$ cat src/rtl/cubmf_pkg.sv
// Constants and types shared by the consumer user-bit message FIFO.
package cubmf_pkg;

    // --------------------------------------------------------------
    // Message format
    // --------------------------------------------------------------
    localparam int UNIT_LEN = 8;
    localparam int PAYLOAD_LEN = 7;
    localparam int MAX_FILL = 8;
    localparam int GAP_LEN = 9;
    localparam int MSG_MIN_UNITS = 3;
    localparam int MSG_MAX_UNITS = 129;
    localparam int FILL_W = 4;
    localparam logic [3:0] FILL_SAT = 4'h000F;

    // --------------------------------------------------------------
    // FIFO word layout: {input filler, last of message, payload}
    // --------------------------------------------------------------
    localparam int WORD_PAY_LSB = 0;
    localparam int WORD_LAST_BIT = 7;
    localparam int WORD_FILL_LSB = 8;
    localparam int WORD_W = 12;
    localparam int FIFO_DEPTH = 8;

    // --------------------------------------------------------------
    // Rate measurement and reset values
    // --------------------------------------------------------------
    localparam int RATIO_WIN_LOG = 8;
    localparam int Q_LEN = 96;
    localparam logic [3:0] MIN_FILL_RST = 4'h0008;

    typedef enum logic [1:0] {
        UB_ZEROS,
        UB_BLOCK,
        UB_SCALED,
        UB_MSGBUF
    } cubmf_mode_t;

    typedef enum logic {
        TX_FILL,
        TX_UNIT
    } cubmf_tx_t;

endpackage

$ cat src/rtl/cubmf_fifo.sv
// Synchronous word FIFO with valid/ready on both sides and a flush input.
`timescale 1ns/1ns
module cubmf_fifo #(
    parameter int WIDTH = 12,
    parameter int DEPTH = 8
) (
    input wire logic clock_i,
    input wire logic resetn_i,
    input wire logic flush_i,
    input wire logic in_valid_i,
    output logic in_ready_o,
    input wire logic [WIDTH-1:0] in_data_i,
    output logic out_valid_o,
    input wire logic out_ready_i,
    output logic [WIDTH-1:0] out_data_o
);
    localparam int AW = (DEPTH > 1) ? $clog2(DEPTH) : 1;
    localparam int CW = $clog2(DEPTH + 1);
    localparam logic [CW-1:0] FULL_CNT = CW'(DEPTH);

    initial begin
        if (DEPTH < 2 || (DEPTH & (DEPTH - 1)) != 0 || WIDTH < 1) begin
            $error("cubmf_fifo: DEPTH must be a power of two of at least 2");
        end
    end

    logic [WIDTH-1:0] mem [DEPTH];
    logic [AW-1:0] wr_ptr_ff;
    logic [AW-1:0] rd_ptr_ff;
    logic [CW-1:0] count_ff;
    logic push;
    logic pop;

    assign in_ready_o = (count_ff != FULL_CNT);
    assign out_valid_o = (count_ff != '0);
    assign out_data_o = mem[rd_ptr_ff];
    assign push = in_valid_i && in_ready_o;
    assign pop = out_ready_i && out_valid_o;

    always_ff @(posedge clock_i) begin
        if (push) begin
            mem[wr_ptr_ff] <= in_data_i;
        end
    end

    always_ff @(posedge clock_i or negedge resetn_i) begin
        if (!resetn_i) begin
            wr_ptr_ff <= '0;
            rd_ptr_ff <= '0;
            count_ff <= '0;
        end else if (flush_i) begin
            wr_ptr_ff <= '0;
            rd_ptr_ff <= '0;
            count_ff <= '0;
        end else begin
            if (push) begin
                wr_ptr_ff <= wr_ptr_ff + 1'b1;
            end
            if (pop) begin
                rd_ptr_ff <= rd_ptr_ff + 1'b1;
            end
            if (push && !pop) begin
                count_ff <= count_ff + 1'b1;
            end else if (pop && !push) begin
                count_ff <= count_ff - 1'b1;
            end
        end
    end
endmodule

$ cat src/rtl/cubmf_top.sv
// User-bit retiming between input and output frame strobes for consumer-format messages.
`timescale 1ns/1ns
module cubmf_top #(
    parameter int DEPTH = cubmf_pkg::FIFO_DEPTH,
    parameter int RATIO_LOG = cubmf_pkg::RATIO_WIN_LOG,
    parameter int QLEN = cubmf_pkg::Q_LEN
) (
    input wire logic clock_i,
    input wire logic resetn_i,
    input wire logic [1:0] mode_i,
    input wire logic in_frame_i,
    input wire logic in_ubit_i,
    input wire logic out_frame_i,
    output logic out_ubit_o,
    output logic [QLEN-1:0] q_subcode_o,
    output logic q_update_o,
    output logic [3:0] min_gap_len_o,
    input wire logic [1:0] ovw_clear_i,
    input wire logic [1:0] ovw_mask_i,
    output logic [1:0] ovw_flag_o,
    output logic ovw_event_o
);
    localparam int RW = RATIO_LOG + 3;
    localparam int PW = cubmf_pkg::FILL_W + 1 + RW;
    localparam logic [RW-1:0] RATIO_ONE = RW'(1 << RATIO_LOG);
    localparam logic [RATIO_LOG-1:0] WIN_LAST = '1;
    localparam logic [7:0] ZERO_SAT = 8'h00FF;

    initial begin
        if (RATIO_LOG < 2 || RATIO_LOG > 12 || QLEN < 1 || DEPTH < 2) begin
            $error("cubmf_top: parameter out of range");
        end
    end

    // ------------------------------------------------------------------
    // Mode register and flush control
    // ------------------------------------------------------------------
    cubmf_pkg::cubmf_mode_t mode_ff;
    logic mode_change;
    logic flush;
    logic ovw_hit;
    logic scaled;
    logic msgbuf;

    assign mode_change = (mode_i != mode_ff);
    assign scaled = (mode_ff == cubmf_pkg::UB_SCALED);
    assign msgbuf = (mode_ff == cubmf_pkg::UB_MSGBUF);
    assign flush = mode_change || (msgbuf && ovw_hit);

    always_ff @(posedge clock_i or negedge resetn_i) begin
        if (!resetn_i) begin
            mode_ff <= cubmf_pkg::UB_ZEROS;
        end else if (mode_change) begin
            mode_ff <= cubmf_pkg::cubmf_mode_t'(mode_i);
        end
    end

    // ------------------------------------------------------------------
    // Input parser
    // ------------------------------------------------------------------
    logic in_unit_ff;
    logic [2:0] in_cnt_ff;
    logic [6:0] in_shift_ff;
    logic [3:0] zrun_ff;
    logic [3:0] cur_fill_ff;
    logic pend_valid_ff;
    logic [3:0] pend_fill_ff;
    logic [6:0] pend_pay_ff;
    logic [3:0] min_fill_ff;
    logic [QLEN-1:0] q_shift_ff;
    logic wr_valid;
    logic wr_last;
    logic wr_ready;
    logic [cubmf_pkg::WORD_W-1:0] wr_word;
    logic active;
    logic unit_done;
    logic unit_start;
    logic gap_seen;

    assign active = scaled || msgbuf;
    assign unit_start = in_frame_i && active && !in_unit_ff && in_ubit_i;
    assign unit_done = in_frame_i && in_unit_ff && (in_cnt_ff == 3'h0007);
    // A zero run reaching nine closes the message of the held unit
    assign gap_seen = in_frame_i && active && !in_unit_ff && !in_ubit_i
                      && (zrun_ff == 4'(cubmf_pkg::GAP_LEN - 1));
    // A held unit is written once its following filler is known
    // Scaled mode stores each unit as it completes, tagged with the filler before it
    assign wr_valid = scaled ? unit_done
                      : (pend_valid_ff && (gap_seen || (unit_start && zrun_ff <= 4'(cubmf_pkg::MAX_FILL))));
    assign wr_last = !scaled && gap_seen;
    assign wr_word = scaled ? {cur_fill_ff, 1'b0, in_shift_ff[5:0], in_ubit_i}
                     : {pend_fill_ff, wr_last, pend_pay_ff};
    assign ovw_hit = wr_valid && !wr_ready;

    always_ff @(posedge clock_i or negedge resetn_i) begin
        if (!resetn_i) begin
            in_unit_ff <= 1'b0;
            in_cnt_ff <= '0;
            in_shift_ff <= '0;
            zrun_ff <= cubmf_pkg::FILL_SAT;
            cur_fill_ff <= cubmf_pkg::FILL_SAT;
        end else if (mode_change) begin
            in_unit_ff <= 1'b0;
            in_cnt_ff <= '0;
            zrun_ff <= cubmf_pkg::FILL_SAT;
        end else if (in_frame_i && active) begin
            if (in_unit_ff) begin
                in_shift_ff <= {in_shift_ff[5:0], in_ubit_i};
                in_cnt_ff <= in_cnt_ff + 1'b1;
                if (unit_done) begin
                    in_unit_ff <= 1'b0;
                    zrun_ff <= '0;
                end
            end else if (in_ubit_i) begin
                in_unit_ff <= 1'b1;
                in_cnt_ff <= 3'h0001;
                cur_fill_ff <= zrun_ff;
            end else if (zrun_ff != cubmf_pkg::FILL_SAT) begin
                zrun_ff <= zrun_ff + 1'b1;
            end
        end
    end

    // Completed unit waits here until its message position is known
    always_ff @(posedge clock_i or negedge resetn_i) begin
        if (!resetn_i) begin
            pend_valid_ff <= 1'b0;
            pend_fill_ff <= '0;
            pend_pay_ff <= '0;
        end else if (mode_change) begin
            pend_valid_ff <= 1'b0;
        end else if (unit_done) begin
            pend_valid_ff <= 1'b1;
            pend_fill_ff <= cur_fill_ff;
            pend_pay_ff <= {in_shift_ff[5:0], in_ubit_i};
        end else if (wr_valid) begin
            pend_valid_ff <= 1'b0;
        end
    end

    // Shortest filler seen inside a message sets the message-mode spacing
    always_ff @(posedge clock_i or negedge resetn_i) begin
        if (!resetn_i) begin
            min_fill_ff <= cubmf_pkg::MIN_FILL_RST;
        end else if (mode_change) begin
            min_fill_ff <= cubmf_pkg::MIN_FILL_RST;
        end else if (unit_start && zrun_ff < min_fill_ff) begin
            min_fill_ff <= zrun_ff;
        end
    end

    // Q bit is the first payload bit after the start marker
    always_ff @(posedge clock_i or negedge resetn_i) begin
        if (!resetn_i) begin
            q_shift_ff <= '0;
            q_subcode_o <= '0;
            q_update_o <= 1'b0;
        end else begin
            q_update_o <= 1'b0;
            if (mode_change) begin
                q_shift_ff <= '0;
            end else if (gap_seen && pend_valid_ff) begin
                q_subcode_o <= q_shift_ff;
                q_update_o <= 1'b1;
                q_shift_ff <= '0;
            end else if (in_frame_i && in_unit_ff && in_cnt_ff == 3'h0001) begin
                q_shift_ff <= {q_shift_ff[QLEN-2:0], in_ubit_i};
            end
        end
    end

    always_ff @(posedge clock_i or negedge resetn_i) begin
        if (!resetn_i) begin
            min_gap_len_o <= cubmf_pkg::MIN_FILL_RST;
        end else begin
            min_gap_len_o <= min_fill_ff;
        end
    end

    // ------------------------------------------------------------------
    // FIFO between the two frame rates
    // ------------------------------------------------------------------
    logic rd_valid;
    logic rd_ready;
    logic [cubmf_pkg::WORD_W-1:0] rd_word;

    cubmf_fifo #(
        .WIDTH(cubmf_pkg::WORD_W),
        .DEPTH(DEPTH)
    ) u_fifo (
        .clock_i(clock_i),
        .resetn_i(resetn_i),
        .flush_i(flush),
        .in_valid_i(wr_valid),
        .in_ready_o(wr_ready),
        .in_data_i(wr_word),
        .out_valid_o(rd_valid),
        .out_ready_i(rd_ready),
        .out_data_o(rd_word)
    );

    // Complete messages held, so message mode never starts a partial one
    logic [7:0] msg_cnt_ff;
    logic msg_in;
    logic msg_out;

    assign msg_in = wr_valid && wr_ready && wr_last;
    assign msg_out = rd_ready && rd_word[cubmf_pkg::WORD_LAST_BIT];

    always_ff @(posedge clock_i or negedge resetn_i) begin
        if (!resetn_i) begin
            msg_cnt_ff <= '0;
        end else if (flush) begin
            msg_cnt_ff <= '0;
        end else if (msg_in && !msg_out) begin
            msg_cnt_ff <= msg_cnt_ff + 1'b1;
        end else if (msg_out && !msg_in) begin
            msg_cnt_ff <= msg_cnt_ff - 1'b1;
        end
    end

    // ------------------------------------------------------------------
    // Rate ratio: output frames counted over a window of input frames
    // ------------------------------------------------------------------
    logic [RATIO_LOG-1:0] win_cnt_ff;
    logic [RW-1:0] out_acc_ff;
    logic [RW-1:0] ratio_ff;

    always_ff @(posedge clock_i or negedge resetn_i) begin
        if (!resetn_i) begin
            win_cnt_ff <= '0;
            out_acc_ff <= '0;
            ratio_ff <= RATIO_ONE;
        end else begin
            if (in_frame_i) begin
                win_cnt_ff <= win_cnt_ff + 1'b1;
            end
            if (in_frame_i && win_cnt_ff == WIN_LAST) begin
                ratio_ff <= out_acc_ff + RW'(out_frame_i);
                out_acc_ff <= '0;
            end else if (out_frame_i && out_acc_ff != '1) begin
                out_acc_ff <= out_acc_ff + 1'b1;
            end
        end
    end

    // ------------------------------------------------------------------
    // Output filler length for the head unit in scaled mode
    // ------------------------------------------------------------------
    logic [RATIO_LOG-1:0] frac_ff;
    logic [PW-1:0] prod;
    logic [PW-1:0] span;
    logic [7:0] gap_len;
    logic [7:0] need;

    always_comb begin
        prod = PW'({1'b0, rd_word[cubmf_pkg::WORD_FILL_LSB +: cubmf_pkg::FILL_W]} + 5'(cubmf_pkg::UNIT_LEN))
               * PW'(ratio_ff) + PW'(frac_ff);
        span = prod >> RATIO_LOG;
        // Negative result can only come with a full FIFO, flagged on write
        if (span > PW'(cubmf_pkg::UNIT_LEN)) begin
            gap_len = 8'(span - PW'(cubmf_pkg::UNIT_LEN));
        end else begin
            gap_len = '0;
        end
    end

    // ------------------------------------------------------------------
    // Transmitter
    // ------------------------------------------------------------------
    cubmf_pkg::cubmf_tx_t tx_state_ff;
    logic [2:0] tx_cnt_ff;
    logic [6:0] tx_shift_ff;
    logic [7:0] fill_cnt_ff;
    logic prev_last_ff;
    logic [1:0] ovw_set;

    always_comb begin
        if (scaled) begin
            need = gap_len;
        end else if (prev_last_ff) begin
            need = 8'(cubmf_pkg::GAP_LEN);
        end else begin
            need = 8'(min_fill_ff);
        end
    end

    // Filler is counted only while a head waits, which gives a message start its slack
    assign rd_ready = out_frame_i && active && (tx_state_ff == cubmf_pkg::TX_FILL) && rd_valid
                      && (fill_cnt_ff >= need) && (scaled || !prev_last_ff || msg_cnt_ff != '0);

    always_ff @(posedge clock_i or negedge resetn_i) begin
        if (!resetn_i) begin
            prev_last_ff <= 1'b1;
        end else if (flush) begin
            prev_last_ff <= 1'b1;
        end else if (rd_ready) begin
            prev_last_ff <= !scaled && rd_word[cubmf_pkg::WORD_LAST_BIT];
        end
    end

    always_ff @(posedge clock_i or negedge resetn_i) begin
        if (!resetn_i) begin
            fill_cnt_ff <= '0;
        end else if (flush || rd_ready) begin
            fill_cnt_ff <= '0;
        end else if (out_frame_i && rd_valid && tx_state_ff == cubmf_pkg::TX_FILL && fill_cnt_ff != ZERO_SAT) begin
            fill_cnt_ff <= fill_cnt_ff + 1'b1;
        end
    end

    always_ff @(posedge clock_i or negedge resetn_i) begin
        if (!resetn_i) begin
            frac_ff <= '0;
        end else if (flush) begin
            frac_ff <= '0;
        end else if (rd_ready && scaled) begin
            frac_ff <= prod[RATIO_LOG-1:0];
        end
    end

    always_ff @(posedge clock_i or negedge resetn_i) begin
        if (!resetn_i) begin
            tx_state_ff <= cubmf_pkg::TX_FILL;
            tx_cnt_ff <= '0;
            tx_shift_ff <= '0;
            out_ubit_o <= 1'b0;
        end else if (mode_change) begin
            tx_state_ff <= cubmf_pkg::TX_FILL;
            out_ubit_o <= 1'b0;
        end else if (out_frame_i) begin
            case (tx_state_ff)
                cubmf_pkg::TX_FILL: begin
                    if (rd_ready) begin
                        out_ubit_o <= 1'b1;
                        tx_shift_ff <= rd_word[cubmf_pkg::WORD_PAY_LSB +: cubmf_pkg::PAYLOAD_LEN];
                        tx_cnt_ff <= '0;
                        tx_state_ff <= cubmf_pkg::TX_UNIT;
                    end else begin
                        out_ubit_o <= 1'b0;
                    end
                end
                cubmf_pkg::TX_UNIT: begin
                    out_ubit_o <= tx_shift_ff[6];
                    tx_shift_ff <= {tx_shift_ff[5:0], 1'b0};
                    tx_cnt_ff <= tx_cnt_ff + 1'b1;
                    if (tx_cnt_ff == 3'h6) begin
                        tx_state_ff <= cubmf_pkg::TX_FILL;
                    end
                end
                default: begin
                    tx_state_ff <= cubmf_pkg::TX_FILL;
                end
            endcase
        end
    end

    // ------------------------------------------------------------------
    // Overwrite flags: bit 0 scaled mode, bit 1 message mode
    // ------------------------------------------------------------------
    assign ovw_set = {msgbuf && ovw_hit, scaled && ovw_hit};

    // A new overwrite wins over a clear in the same cycle
    always_ff @(posedge clock_i or negedge resetn_i) begin
        if (!resetn_i) begin
            ovw_flag_o <= '0;
            ovw_event_o <= 1'b0;
        end else begin
            ovw_flag_o <= (ovw_flag_o & ~ovw_clear_i) | ovw_set;
            ovw_event_o <= |(ovw_set & ~ovw_mask_i);
        end
    end
endmodule

$ cat config.mk
export PLATFORM = sky130hd
export DESIGN_NAME = cubmf_top
export DESIGN_NICKNAME = d
export VERILOG_FILES = /design/src/rtl/cubmf_pkg.sv /design/src/rtl/cubmf_fifo.sv /design/src/rtl/cubmf_top.sv
export SDC_FILE = /design/constraint.sdc
export NUM_CORES = 1
export LEC_CHECK = 0
export ABC_AREA = 1
export CAP_MARGIN = 25
export CORE_UTILIZATION = 45
export CTS_CLUSTER_DIAMETER = 200
export DETAILED_ROUTE_END_ITERATION = 10
export DONT_BUFFER_PORTS = 1
export SYNTH_ARGS = -nofsm -noshare
export SYNTH_HDL_FRONTEND = slang
export SYNTH_SLANG_ARGS = --single-unit
export TNS_END_PERCENT = 10
$ cat constraint.sdc
create_clock -name clock_i -period 15.2 [get_ports clock_i]
set_input_delay 3.04 -clock clock_i [delete_from_list [all_inputs] [get_ports clock_i]]
set_output_delay 3.04 -clock clock_i [all_outputs]
set_load 0.1 [all_outputs]
==> summary by stage <==
Clocking
Once the clock tree was built, the resizer swapped 0 gates to a different size. The maximum root-to-sink buffer count is 3. The clock tree from TritonCTS is yes. The H-tree generated during clock tree synthesis spans 2 levels. The number of buffers created by CTS is 44. The latest clock arrival within the worst-skew pair is roughly 0.59 ns. After clock tree synthesis, the clock-pin slew on the worst setup and hold paths is around 0.060 ns.

The sink count of the clock tree is between 400 and 500. After clock tree synthesis, the setup repair step added 0 buffers. Hold repair after CTS inserted 0 buffers. The clock root buffer is sky130_fd_sc_hd__clkbuf_16.

Pwr
The static power due to leakage is between 0.009 and 0.01 µW. The worst-case IR drop observed on VDD is between 0.1 and 0.15 mV. The post-layout total power is 2630 µW.

Sequential cells burn a little under half of the power. The portion of total power attributed to combinational logic is a little over a tenth. Dividing total power by cell area gives a power density of roughly 120 mW/mm². The internal power of the cells totals a little under 2000 µW. In this run the power spent charging and discharging nets is between 600 and 700 µW. The clock share of power is between 40% and 50%.

Net switching is between 20% and 30% of the power.

Critical path
In this run the worst path has a maximum fanout of 26. The worst flop-to-flop path startpoint is u_fifo.rd_ptr_ff[1]. The signal arrival time at the worst endpoint is roughly 8.6 ns. The depth of the most critical reg-to-reg path is 37.

The critical path ends at msg_cnt_ff[6]. The startpoint kind of the worst setup timing path is a flop. Tracing the worst setup path back leads to its startpoint at u_fifo.rd_ptr_ff[1]. The reg2reg setup slack is between 7 and 8 ns.

The critical path's largest stage delay is around 0.70 ns. The end of the worst register-to-register path is msg_cnt_ff[6]. Among all stages on the critical path, the largest delay is contributed by sky130_fd_sc_hd__inv_1. For the worst setup path, the data required time is approximately 16 ns. The cell repeated most along the worst path is sky130_fd_sc_hd__nand2_1. The critical path is of the flop to flop type. The critical path endpoint category is a flop.

Global route
The first-pass GRT wire length is ~71,000 µm. The number of antenna violations at the first check in global routing is 0. The maximum number of pins on one net before global-route repair is between 300 and 400. The global route total overflow is 0.

The number of global-route vias before repair is between 10,000 and 15,000. For this run, the total global-route usage over all layers was measured as between 10% and 20%.

Logic synthesis
In this run the mean area of a mapped cell was between 9 and 10 µm². The combined area of all synthesized cells is roughly 0.020 mm². The post-synthesis register bit count is around 400. In the synthesized netlist, the number of instances is 2,121. The area share of the largest cell type after synthesis is about two fifths. Of the synthesized area, sequential elements account for between 50% and 60%. For this run, asynchronously set or reset flops after synthesis account for roughly three quarters.

The commonest cells after synthesis are sky130_fd_sc_hd__nand2_1, sky130_fd_sc_hd__dfrtp_1, sky130_fd_sc_hd__inv_1. The synthesized design spends more area on one cell type than any other, namely sky130_fd_sc_hd__dfrtp_1. Ranked by total cell area, the synthesized netlist is headed by sky130_fd_sc_hd__dfrtp_1, sky130_fd_sc_hd__edfxtp_1, sky130_fd_sc_hd__nand2_1. The most common flop cell mapped by yosys is sky130_fd_sc_hd__dfrtp_1. The post-synthesis cell type count is around 50. The most common cell in the synthesized netlist is sky130_fd_sc_hd__nand2_1. The number of nets in the synthesized netlist is 2,229. For this run, the number of Yosys warnings is 0.

Counting flops with a built-in enable in the synthesized netlist gives 96.

Detailed routing
The wire length per cell is between 15 and 20 µm. The via-per-instance ratio is 5.212. The first detailed-routing pass ran for 5 iterations. The routed layout has 14,045 vias.

After detailed routing, the number of remaining DRC violations is 0. For this block, the routed nets add up to between 40,000 and 50,000 µm of wire. After the first detailed-routing iteration, the DRC count stood at ~1,100. The remaining number of nets flagged by the antenna check after routing is 0.

Timing
The worst path meets setup with 7.079 ns of slack. Setup violations remaining at the end of the flow were counted as 0. The transition at the pin with the smallest max-transition slack is roughly 1.2 ns. For this run, the top clock speed supported by timing is approximately 0.12 GHz.

The final cycle utilization of the critical path is a little over half. The number of hold violations in the final report came to 0. The final count of pins violating max slew is 0. Setup repair after global routing left no endpoint under its margin.

The clock period minus worst slack is just over 8 ns. Across the routed clock network, the largest skew measured is around 0.037 ns. The worst pin sits at a relative slew slack of between 20 and 25%. The post-route setup TNS is 0 ns.

Die
The width of the die is 211.4 µm. The initialized floorplan defines 76 standard-cell rows. The top-level port count is between 100 and 150. The floorplan step defined a core boundary enclosing 0.04317 mm².

The overall die height is ~210 µm. The effective utilization at floorplan is approximately 46%. The die area is between 0.04 and 0.05 mm².

Cells and area
Cells with a size suffix above 1 make up under 10% of the layout. 0 antenna diodes ended up in the layout. The post-route core utilization is 50.25%. From synthesis to final layout, the design area changed by 9.944%.

The count of nets after finishing is ~2,200.

Run status
The flow ran to the end, and the final reports show no timing, DRC or antenna violations.

Hold path
The worst hold path passes through 0 cells. The worst hold path belongs to the class flop to flop.

Job
The number of maximum-capacitance constraint violations is 0.

Place
Once detailed placement completed, the half-perimeter wirelength came to 27,820 µm. At the end of routability-driven placement, the weighted congestion stood at between 0.8 and 0.9. The number of input and output port buffers inserted is 0.

The pre-CTS setup slack is between 7 and 8 ns.
metal layers:
layer | vias up | global-route usage, % | routed length, µm
met5 | - | 0 | 0
met4 | 0 | 4.973 | 720
met3 | 52 | 6.156 | 3339
met2 | 313 | 30.20 | 19240
met1 | 6771 | 27.38 | 19890
li1 | 6909 | - | -
per-stage QoR:
step                      instances  hold WS, ns  cell area [µm²]
after global placement         2611       0.3787            20100
after floorplan                2121       0.3537            19730
final                          2695       0.3918            21690
after CTS                      2694       0.3859            21660
after detailed placement       2612       0.3722            20130
after global routing           2695       0.3900            21690
sequential cells by signal, summed over array words and instances, names as in the netlist, 8 cells and up:
register and cells:
fill_cnt_ff 8, frac_ff 8, msg_cnt_ff 8, out_acc_ff 11
q_shift_ff 96, q_subcode_o 96, ratio_ff 11, u_fifo.mem 96
win_cnt_ff 8
cells by family after synthesis:
family          count (synthesis)  synth area share, %
simple gates                  737                16.77
compound gates                425                11.61
buf+inv                       414                8.301
flops                         409                54.39
fa+ha+maj                      97                7.217
xor+xnor                       37                1.642
other cells                     1              0.01901
mux                             1              0.05707
worst max-delay path: cells and delay by family, from the launching register on:
family | cells | cell delay, ns
xor+xnor | 1 | 0.13
compound gates | 7 | 1.36
flops | 1 | 0.66
fa+ha+maj | 7 | 2.67
buf+inv | 5 | 0.98
simple gates | 17 | 2.16
cells in the final DEF, fill, tap and decap left out, types with 3 or more instances in the layout:
cell,synthesis,routed
sky130_fd_sc_hd__buf_4,3,13
sky130_fd_sc_hd__nand3_1,72,71
sky130_fd_sc_hd__clkbuf_1,51,10
sky130_fd_sc_hd__xor2_1,23,23
sky130_fd_sc_hd__o31ai_1,8,8
sky130_fd_sc_hd__nand2_4,5,6
sky130_fd_sc_hd__clkbuf_16,0,45
sky130_fd_sc_hd__o21ai_0,238,238
sky130_fd_sc_hd__nand4_1,109,109
sky130_fd_sc_hd__o221ai_1,12,12
sky130_fd_sc_hd__bufinv_16,0,4
sky130_fd_sc_hd__o211ai_1,7,7
sky130_fd_sc_hd__o21ai_1,90,90
sky130_fd_sc_hd__nand2_2,11,10
sky130_fd_sc_hd__nor2_2,4,4
sky130_fd_sc_hd__dfrtp_1,301,301
sky130_fd_sc_hd__clkbuf_8,0,9
sky130_fd_sc_hd__o21ai_2,7,7
sky130_fd_sc_hd__nand3b_1,4,4
sky130_fd_sc_hd__ha_1,69,69
sky130_fd_sc_hd__clkinv_1,1,3
sky130_fd_sc_hd__nor2_1,133,133
sky130_fd_sc_hd__nor3b_1,4,4
sky130_fd_sc_hd__nand2_1,375,375
sky130_fd_sc_hd__fa_1,28,28
sky130_fd_sc_hd__xnor2_1,14,14
sky130_fd_sc_hd__dfstp_2,12,12
sky130_fd_sc_hd__a21oi_1,39,39
sky130_fd_sc_hd__o22ai_1,12,12
sky130_fd_sc_hd__inv_2,9,7
sky130_fd_sc_hd__nor3_1,11,10
sky130_fd_sc_hd__nand3_2,3,3
sky130_fd_sc_hd__a31oi_1,3,3
sky130_fd_sc_hd__clkinv_2,0,8
sky130_fd_sc_hd__inv_1,295,295
sky130_fd_sc_hd__edfxtp_1,96,96
area by class of cell:
| class | instances | area (µm²) |
|---|---|---|
| Clock buffer | 64 | 1287 |
| Timing Repair Buffer | 15 | 152.6 |
| Fill cell | 4052 | 21480 |
| Inverter | 306 | 1157 |
| Multi-Input combinational cell | 1298 | 7385 |
| Sequential cell | 409 | 10730 |
| Tap cell | 585 | 732.0 |
| Clock inverter | 18 | 247.7 |
power groups by stage:
| stage | registers (µW) | clock network (µW) | logic (µW) |
|---|---|---|---|
| 3_3_place_gp | 1250 | 0 | 276 |
| 4_1_cts | 1230 | 1140 | 283 |
| 2_1_floorplan | 1240 | 0 | 231 |
| 6_report | 1230 | 1110 | 285 |
| 3_5_place_dp | 1250 | 0 | 281 |
| 5_1_grt | 1240 | 1190 | 331 |
worst min path at each step:
stage                         startpoint                to  slack, ns
after floorplan           min_fill_ff[0]  min_gap_len_o[0]       0.35
after global placement    min_fill_ff[3]  min_gap_len_o[3]       0.38
after detailed placement  min_fill_ff[3]  min_gap_len_o[3]       0.37
after CTS                 min_fill_ff[3]  min_gap_len_o[3]       0.39
after global routing      min_fill_ff[3]  min_gap_len_o[3]       0.39
final                     min_fill_ff[3]  min_gap_len_o[3]       0.39
(Power assumes the default switching activity.)
